## src/hdl/ahpp_pkg.sv

```systemverilog
// Constants and types shared by the asynchronous host parallel bus port
// Functional notes
// - Parallel host mode chosen when mode strap is high at reset release.
// - Width strap 1 gives 32-bit bus, four enables; 0 gives 16-bit, two enables.
// - Registers only full width; SDRAM 8/16/32 bits wide, or 8/16 in narrow mode.
// - One data item per chip select; no bursts from either side.
// - Byte lanes map big-endian between host bus and internal word.
// - Ready asserted once write stored or read data valid on bus.
// - Host releases chip select after ready; device then removes ready.
// - Writes posted with immediate ready; next access waits for that write.
// - Wide mode: enables replace two low address bits; address bit 1 ignored.
// - Narrow mode: enables replace address bit 0; address bit 1 decoded.
// - SDRAM writes update only lanes whose enable is asserted.
// - Reads always full bus width; host holds enables high on reads.
// - Narrow mode SDRAM reads are always full 16 bits.
// - Each legal access classed register or SDRAM, forwarded, read data returned.
// - Whole port held in reset while system reset input is low.
`default_nettype none
package ahpp_pkg;
   localparam int AHPP_ADDR_W = 24;
   localparam int AHPP_WADDR_W = 23;
   localparam int AHPP_DATA_W = 32;
   localparam int AHPP_HALF_W = 16;
   localparam int AHPP_LANES = 4;
   // Host half-word address at and above which accesses go to SDRAM
   localparam logic [AHPP_ADDR_W-1:0] AHPP_SDRAM_BASE = 24'h800000;
   localparam logic [AHPP_LANES-1:0] AHPP_MASK_NONE = 4'h0;
   localparam logic [AHPP_LANES-1:0] AHPP_MASK_FULL = 4'hF;
   localparam logic [AHPP_DATA_W-1:0] AHPP_DATA_RST = 32'h00000000;
   localparam logic [AHPP_WADDR_W-1:0] AHPP_WADDR_RST = 23'h000000;
   localparam logic AHPP_STRAP_PARALLEL = 1'b1;
   localparam logic AHPP_STRAP_WIDE = 1'b1;

   typedef enum logic [1:0] {
      AHPP_IDLE,
      AHPP_READ,
      AHPP_DONE
   } ahpp_state_t;
endpackage : ahpp_pkg
`default_nettype wire

```

## src/hdl/ahpp_dec_if.sv

```systemverilog
// Carrier between the port engine and its address decoder
`timescale 1ns/1ps
`default_nettype none
interface ahpp_dec_if;
   import ahpp_pkg::*;
   logic [AHPP_ADDR_W-1:0] addr;
   logic [AHPP_LANES-1:0] be_n;
   logic wide;
   logic is_write;
   logic is_sdram;
   logic [AHPP_WADDR_W-1:0] waddr;
   logic [AHPP_LANES-1:0] mask;
   logic legal;

   modport port (output addr, be_n, wide, is_write, input is_sdram, waddr, mask, legal);
   modport dec (input addr, be_n, wide, is_write, output is_sdram, waddr, mask, legal);
endinterface : ahpp_dec_if
`default_nettype wire

```

## src/hdl/ahpp_decode.sv

```systemverilog
// Address and byte-lane decoder for the host parallel bus port
`timescale 1ns/1ps
`default_nettype none
module ahpp_decode (
   ahpp_dec_if.dec d
);
   import ahpp_pkg::*;

   logic [AHPP_LANES-1:0] sel;

   // Region split, word address and lane mask
   always_comb begin
      sel = ~d.be_n;
      d.is_sdram = (d.addr >= AHPP_SDRAM_BASE);
      d.waddr = d.addr[AHPP_ADDR_W-1:1];
      if (d.wide) begin
         // low enable marks lane, BE3 is byte 0
         d.mask = sel;
      end else if (!d.addr[0]) begin
         // even half-word sits in the upper lanes
         d.mask = {sel[1:0], 2'h0};
      end else begin
         d.mask = {2'h0, sel[1:0]};
      end
      // reads always cover the whole bus width
      if (!d.is_write) begin
         d.mask = d.wide ? AHPP_MASK_FULL : (d.addr[0] ? 4'h3 : 4'hC);
      end
      // legal widths per target and bus mode
      if (!d.is_write) begin
         d.legal = 1'b1;
      end else if (!d.is_sdram) begin
         d.legal = d.wide ? (sel == AHPP_MASK_FULL) : (sel[1:0] == 2'h3);
      end else if (d.wide) begin
         case (sel)
            4'h1, 4'h2, 4'h4, 4'h8, 4'h3, 4'hC, 4'hF: d.legal = 1'b1;
            default: d.legal = 1'b0;
         endcase
      end else begin
         d.legal = (sel[1:0] != 2'h0);
      end
   end
endmodule : ahpp_decode
`default_nettype wire

```

## src/hdl/ahpp_port.sv

```systemverilog
// Host parallel bus port: strap capture, posted writes, target forwarding
`timescale 1ns/1ps
`default_nettype none
module ahpp_port (
   input wire logic sys_clk,
   input wire logic rst_b,
   input wire logic clk_en,
   input wire logic port_mode_strap,
   input wire logic width_strap,
   input wire logic host_cs_n,
   input wire logic host_r_w_n,
   input wire logic [ahpp_pkg::AHPP_ADDR_W:1] host_addr,
   input wire logic [ahpp_pkg::AHPP_LANES-1:0] host_byte_enable_n,
   input wire logic [ahpp_pkg::AHPP_DATA_W-1:0] host_data_in,
   output logic [ahpp_pkg::AHPP_DATA_W-1:0] host_data_out,
   output logic host_data_oe_n,
   output logic host_ready_n,
   output logic parallel_mode,
   output logic wide_mode,
   output logic reg_req,
   output logic sdram_req,
   output logic tgt_write,
   output logic [ahpp_pkg::AHPP_WADDR_W-1:0] tgt_waddr,
   output logic [ahpp_pkg::AHPP_LANES-1:0] tgt_mask,
   output logic [ahpp_pkg::AHPP_DATA_W-1:0] tgt_wdata,
   input wire logic tgt_ack,
   input wire logic [ahpp_pkg::AHPP_DATA_W-1:0] tgt_rdata
);
   import ahpp_pkg::*;

   typedef struct packed {
      ahpp_state_t state;
      logic strap_done;
      logic parallel;
      logic wide;
      logic half_lo;
      logic ready_n;
      logic oe_n;
      logic [AHPP_DATA_W-1:0] dout;
      logic reg_req;
      logic sdram_req;
      logic write;
      logic [AHPP_WADDR_W-1:0] waddr;
      logic [AHPP_LANES-1:0] mask;
      logic [AHPP_DATA_W-1:0] wdata;
   } ahpp_regs_t;

   localparam ahpp_regs_t AHPP_REGS_RST = '{
      state: AHPP_IDLE,
      strap_done: 1'b0,
      parallel: 1'b0,
      wide: 1'b0,
      half_lo: 1'b0,
      ready_n: 1'b1,
      oe_n: 1'b1,
      dout: AHPP_DATA_RST,
      reg_req: 1'b0,
      sdram_req: 1'b0,
      write: 1'b0,
      waddr: AHPP_WADDR_RST,
      mask: AHPP_MASK_NONE,
      wdata: AHPP_DATA_RST
   };

   ahpp_regs_t r_q;
   ahpp_regs_t r_d;
   logic busy;
   logic start;

   ahpp_dec_if dec_bus ();

   ahpp_decode u_decode (
      .d(dec_bus)
   );

   // Present the live host request to the decoder
   assign dec_bus.addr = host_addr;
   assign dec_bus.be_n = host_byte_enable_n;
   assign dec_bus.wide = r_q.wide;
   assign dec_bus.is_write = !host_r_w_n;

   // A target request outstanding means a posted write or a read is in flight
   assign busy = r_q.reg_req | r_q.sdram_req;
   // a fresh access only from idle, one per chip select
   assign start = r_q.strap_done && r_q.parallel && !host_cs_n && (r_q.state == AHPP_IDLE);

   // Next-state logic for the whole port
   always_comb begin
      r_d = r_q;
      // straps caught on the first clock-enabled edge after reset release
      if (!r_q.strap_done) begin
         r_d.strap_done = 1'b1;
         r_d.parallel = (port_mode_strap == AHPP_STRAP_PARALLEL);
         r_d.wide = (width_strap == AHPP_STRAP_WIDE);
      end
      // Target handshake retires the outstanding request
      if (busy && tgt_ack) begin
         r_d.reg_req = 1'b0;
         r_d.sdram_req = 1'b0;
      end
      case (r_q.state)
         AHPP_IDLE: begin
            // next access held off until the posted write completes
            if (start && !busy) begin
               r_d.write = !host_r_w_n;
               r_d.waddr = dec_bus.waddr;
               r_d.mask = dec_bus.mask;
               r_d.half_lo = host_addr[1];
               // narrow data copied into both halves, mask picks one
               r_d.wdata = r_q.wide ? host_data_in :
                  {host_data_in[AHPP_HALF_W-1:0], host_data_in[AHPP_HALF_W-1:0]};
               // forward to register or SDRAM target
               if (dec_bus.legal) begin
                  r_d.reg_req = !dec_bus.is_sdram;
                  r_d.sdram_req = dec_bus.is_sdram;
               end
               if (!host_r_w_n) begin
                  r_d.ready_n = 1'b0;
                  r_d.state = AHPP_DONE;
               end else begin
                  r_d.state = AHPP_READ;
               end
            end
         end
         AHPP_READ: begin
            if (tgt_ack) begin
               // full width read placed on the bus
               if (r_q.wide) begin
                  r_d.dout = tgt_rdata;
               end else begin
                  r_d.dout = {16'h0000, r_q.half_lo ? tgt_rdata[AHPP_HALF_W-1:0] :
                     tgt_rdata[AHPP_DATA_W-1:AHPP_HALF_W]};
               end
               r_d.oe_n = 1'b0;
               r_d.ready_n = 1'b0;
               r_d.state = AHPP_DONE;
            end
         end
         AHPP_DONE: begin
            // chip select release closes the access
            if (host_cs_n) begin
               r_d.ready_n = 1'b1;
               r_d.oe_n = 1'b1;
               r_d.state = AHPP_IDLE;
            end
         end
         default: begin
            r_d = AHPP_REGS_RST;
         end
      endcase
   end

   // State register with clock enable
   always_ff @(posedge sys_clk) begin
      // held in reset while the system reset is low
      if (!rst_b) begin
         r_q <= AHPP_REGS_RST;
      end else if (clk_en) begin
         r_q <= r_d;
      end
   end

   // Outputs come straight from the state register
   assign host_data_out = r_q.dout;
   assign host_data_oe_n = r_q.oe_n;
   assign host_ready_n = r_q.ready_n;
   assign parallel_mode = r_q.parallel;
   assign wide_mode = r_q.wide;
   assign reg_req = r_q.reg_req;
   assign sdram_req = r_q.sdram_req;
   assign tgt_write = r_q.write;
   assign tgt_waddr = r_q.waddr;
   // only enabled lanes written in SDRAM
   assign tgt_mask = r_q.mask;
   assign tgt_wdata = r_q.wdata;
endmodule : ahpp_port
`default_nettype wire

```

## config.mk

```make
export PLATFORM = sky130hd
export DESIGN_NAME = ahpp_port
export DESIGN_NICKNAME = d
export VERILOG_FILES = /design/src/hdl/ahpp_pkg.sv /design/src/hdl/ahpp_dec_if.sv /design/src/hdl/ahpp_decode.sv /design/src/hdl/ahpp_port.sv
export SDC_FILE = /design/constraint.sdc
export NUM_CORES = 1
export LEC_CHECK = 0
export BUFFER_PORTS_ARGS = -buffer_cell sky130_fd_sc_hd__buf_2
export CAP_MARGIN = 10
export CORE_ASPECT_RATIO = 0.8
export CORE_MARGIN = 1
export CORE_UTILIZATION = 40
export CTS_CLUSTER_DIAMETER = 120
export DETAILED_ROUTE_END_ITERATION = 16
export GPL_ROUTABILITY_DRIVEN = 1
export MAX_ROUTING_LAYER = met4
export PLACE_DENSITY_LB_ADDON = 0.2
export SYNTH_ARGS = -nofsm -noshare
export SYNTH_HDL_FRONTEND = slang
export SYNTH_SLANG_ARGS = --single-unit
```

## constraint.sdc

```tcl
create_clock -name sys_clk -period 3.5 [get_ports sys_clk]
set_input_delay 0.35 -clock sys_clk [delete_from_list [all_inputs] [get_ports sys_clk]]
set_output_delay 0.35 -clock sys_clk [all_outputs]
set_load 0.03 [all_outputs]
```

-- Word level (Yosys, flattened, before mapping)
Index checks and enable logic that the tools add are counted.
- register bits: 102
- input bits: 100
- word-level logic and storage cells: 88
- $lt $le $gt $ge: 1
- eq/ne operators: 15
- muxes and demuxes: 32
- bitwise logic cells: 5
- reduce and logical (&&, ||, !) cells: 21
- operators by type and width (cell ; number):
    $pmux W62 S2 ; 1
    $mux W32 ; 2
    $pmux W32 S2 ; 1
    $mux W62 ; 1
    $mux W34 ; 1
    $ge A24 B24 Y1 const B ; 1
    $mux W4 ; 5
    $mux W2 ; 9
    $mux W16 ; 1
    $eq A4 B4 Y1 const B ; 3
    $eq A4 B2 Y1 const B ; 2
    $ne A2 B2 Y1 const B ; 4
    $reduce_and A4 Y1 ; 2
    $reduce_or A7 Y1 ; 1
    $mux W1 ; 6
    $pmux W1 S3 ; 2
    $pmux W2 S3 ; 1
    $reduce_and A3 Y1 ; 2
    $logic_and A1 B1 Y1 ; 5
    $reduce_and A5 Y1 ; 1
    $eq A2 B2 Y1 const B ; 2
    $eq A4 B1 Y1 const B ; 1
    $eq A4 B3 Y1 const B ; 1
    $logic_not A1 Y1 ; 4
    other kinds (12) ; 15

-- Longest topological paths before layout
- depth in word-level cells: 10
- gate-level depth with buffers: 10
- depth with buffers taken out: 7

-- Cells and area by module
A second synthesis with hierarchy kept.
- cells, all modules: 653
- area, all modules: 5245.0 um^2
- by module, submodules not included (module ; times used ; cells each ; area each (um^2) ; seq. area each (um^2)):
    ahpp_port ; 1 ; 611 ; 4968.5 ; 2042.0
    ahpp_decode ; 1 ; 42 ; 276.5 ; 0.0

-- Least setup slack after synthesis
Ideal clock, no wire load.
- kind: reg-to-reg
- from: register r_q[100] in the netlist's numbering
- to: register r_q, in the netlist host_ready_n
- setup time: 0.149 ns
- arrival time: 1.847 ns
- slack: 1.504 ns
- cell stages (with the launch flop): 11
- buffers on the path: 3
- clock period less this slack: 1.996 ns
- cell sequence: dfxtp_1 > inv_1 > ha_1 > nand4b_1 > or3_1 > clkbuf_1 > buf_6 > buf_2 > o21a_1 > o21ai_1 > o311ai_0
- cells in the longest elaborated chain, start to end: 5
- elaborated cells on any way between the ends: 11
- RTL lines (what ; RTL line ; source):
    start: declaration ; ahpp_port.sv:65 ; ahpp_regs_t r_q;
    start signal: assignment ; ahpp_port.sv:159 ; r_q <= r_d;
    $logic_not A2 Y1 ; ahpp_port.sv:85, ahpp_port.sv:101 ;
    $logic_and A1 B1 Y1 ; ahpp_port.sv:85 ; assign start = r_q.strap_done && r_q.parallel && !host_cs_n && (r_q.state == AHPP_IDLE);
    $logic_and A1 B1 Y1 ; ahpp_port.sv:104 ; if (start && !busy) begin
    $ne A2 B1 Y1 (no line) ; -- ;
    $reduce_and A5 Y1 (no line) ; -- ;
Several ways; a longest one is shown, not always the timed one.
A chain may end at the register's enable or synchronous reset.

-- Worst setup path after layout
- from: register r_q[100] in the netlist's numbering
- to: register r_q, in the netlist tgt_mask[3]
- cells in the longest elaborated chain, start to end: 5
- elaborated cells on any way between the ends: 10
- RTL lines (what ; RTL line):
    $logic_not A2 Y1 ; ahpp_port.sv:85, ahpp_port.sv:101
    $logic_and A1 B1 Y1 ; ahpp_port.sv:85
    $logic_and A1 B1 Y1 ; ahpp_port.sv:104
    $ne A2 B1 Y1 (no line) ; --
    $reduce_and A3 Y1 (no line) ; --
Several ways; a longest one is shown, not always the timed one.

==> summary.txt <==
Status = completed
Area Growth Syn to Fin = 12.5%
Initial antenna violation count = 0
Antenna cells = 0
Final setup violation count = 0
Count of pins over their slew limit = 0
FILL cells = 1346
Routed WL per cell = 15.3 um
Synth cell types = 39
Fin cells = 941
Min-delay worst type = in2reg
Yosys warnings = 0
MaxCap Viol Count = 0
Hold Fails Final Rpt = 0
TritonCTS clock tree = done
Worst Setup End Kind = register
I/O Pins = 198
Via density = 5.02
CP max stage delay = 0.63 ns
Number of flops mapped to enable cells by yosys = 0
Maximum vdd drop = 226 uV
Total Routing Usage GR = 20.6%
Crit Path Max Fanout = 29
H-tree levels = 3
DRC Markers = 0
Post-Synthesis Cells = 687
First-pass GRT wire length = 22600 um
Hold buffers post-CTS = 0
Worst-case clock buffer depth = 2
Unrepaired setup endpoints after global routing = false
Row cnt = 37
Max Freq = 379 MHz
Top cells by count, synth = dfxtp_1, buf_4, nand2_1
Register area share after synthesis = 37.4%
Worst path bufs/invs = 2
Layout Skew = 0.0125 ns
Final Core Density = 46.9%
Routed Antenna Nets = 0
Max transition margin = 43.4%
Tmin final = 2.64 ns
Via count = 4727
Synthesized area = 5470 um2
Tcrit/Tclk final = 75.4%
CTS clock-pin slew for the worst setup and hold paths = 0.07 ns
WP data required = 3.75 ns
Slowest-stage cell, CP = or3_2
Die height = 107 um
Area share of the largest cell type after synthesis = 37.4%
CTS sink count = 102
GRT overflow = 0
Initial core utilization = 41.7%
Layout cells sized above 1 = 32.2%
Post-synthesis register bit count = 102
DRT Wirelength = 14400 um
Final net count = 866
Leak = 2.70 nW
Clk root buf = clkbuf_16
Critical path class = reg2reg
Synth Flop Type = dfxtp_1
DR iter-0 viols = 294
Post-CTS Setup Inserts = 0
Syn_nets = 792
Num CTS Buffers = 9
Die X = 133 um
DR pass1 iterations = 5
Count leader, synth = dfxtp_1
Total negative slack = 0 ns
Least-Margin Pin Slew = 0.848 ns
Crit start category = register
CP arrival = 2.89 ns
GP Congestion = 0.913
Leading area contributor after synthesis = dfxtp_1
Crit path cell chain = inv_1, ha_1, nand4b_1, or3_2, buf_4, nor2_4, o21ai_0, o31ai_1
Area of the core = 13100 um2
Post_cts resized = 0
Top cells by area, synth = dfxtp_1, buf_4, a21boi_0
Die area = 14100 um2
Worst-Skew Late Latency = 0.34 ns
HPWL after DPL = 10600 um
CP top delay family = simple AND/OR/NAND/NOR gates
I/O Buffers = 197
Syn avg cell area = 7.96 um2
Placed Instances = 925
Vias in the first global route = 4518
Pwr dens = 392 nW/um2
Largest net degree at the start of global routing = 42
Ys async rst share = 0%
==> where the power goes <==
group,leakage [nW],switching [mW],internal (mW),total (mW)
Clock,0.148,0.435,0.572,1.01
Combinational,1.73,0.130,0.101,0.231
Sequential,0.822,0.00808,1.17,1.17
Total,2.70,0.573,1.84,2.41
==> cells in the final DEF, fill, tap and decap left out, types with 2 or more instances in the layout <==
master / n
o21ai_0: 27
o31ai_1: 2
ha_1: 4
nor2b_1: 43
a32oi_1: 2
nor4_1: 40
inv_1: 47
clkbuf_16: 9
nand2_1: 72
nor2_1: 10
o211a_1: 2
a21oi_1: 46
nand3_1: 53
clkinv_2: 3
o21a_1: 2
o311ai_0: 2
dfxtp_1: 102
buf_4: 10
a21boi_1: 10
buf_2: 197
a21boi_0: 43
mux2_2: 16
==> registers in the layout (all words and copies together), names as in the netlist <==
signal	cells
tgt_waddr	23
host_data_out	32
host_ready_n	1
parallel_mode	1
sdram_req	1
host_data_oe_n	1
tgt_mask	4
tgt_wdata	32
wide_mode	1
tgt_write	1
reg_req	1
r_q	4
==> worst paths after layout <==
check	to	start	slack (ns)	cells after the start
max	tgt_mask[3]$_SDFFE_PN0P_	r_q[100]$_SDFFE_PN0P_	0.86	8
min	host_data_out[20]$_SDFFE_PN0P_	tgt_rdata[20]	0.29	3
max reg2reg	tgt_mask[3]$_SDFFE_PN0P_	r_q[100]$_SDFFE_PN0P_	0.86	8
min reg2reg	tgt_wdata[29]$_SDFFE_PN0P_	tgt_wdata[29]$_SDFFE_PN0P_	0.45	2
==> final cells by class <==
cell class	count	area, um2	area share (%)
multi-input combinational	393	2330	37.9
clock buffer	10	239	3.89
timing repair buffer	208	1080	17.6
sequential	102	2040	33.2
inverter	47	176	2.87
tap	175	219	3.56
clock inverter	6	61.3	0.997
==> layer usage <==
metal / up-vias / routed length (um) / track usage [%] / part of all wire (%)
li1: 2372 / - / - / -
met3: 11 / 755 / 4.15 / 5.3
met2: 145 / 6420 / 32.0 / 45
met1: 2199 / 7040 / 27.3 / 49
met4: 0 / 146 / 5.01 / 1.0
met5: - / 0 / - / 0
==> cell families after synthesis <==
family                   after synthesis  synth area share [%]
multiplexers                          16                  3.30
buffers and inverters                192                  20.2
adder cells (fa/ha/maj)                5                  1.14
AND/OR/NAND/NOR                      228                  21.3
AO/OA/AOI/OAI                        143                  16.6
XOR/XNOR                               1                 0.160
flip-flops                           102                  37.4
==> stage by stage <==
step | hold slack [ns] | setup slack, ns | total power, mW | instance area, um2
3_3_place_gp | 0.438 | 0.980 | 1.43 | 5850
6_report | 0.286 | 0.861 | 2.41 | 6150
3_5_place_dp | 0.442 | 0.911 | 1.43 | 5850
5_1_grt | 0.290 | 0.583 | 2.50 | 6150
2_1_floorplan | 0.431 | 1.50 | 1.33 | 5470
4_1_cts | 0.275 | 0.893 | 2.44 | 6150
==> worst register-to-register path, cell delays in order, from the launching register on <==
cell and delay (ns):
dfxtp_1 0.35, inv_1 0.12, ha_1 0.18, nand4b_1 0.08, or3_2 0.63, buf_4 0.33
nor2_4 0.38, o21ai_0 0.22, o31ai_1 0.26
Power figures use the tool's default switching activity.
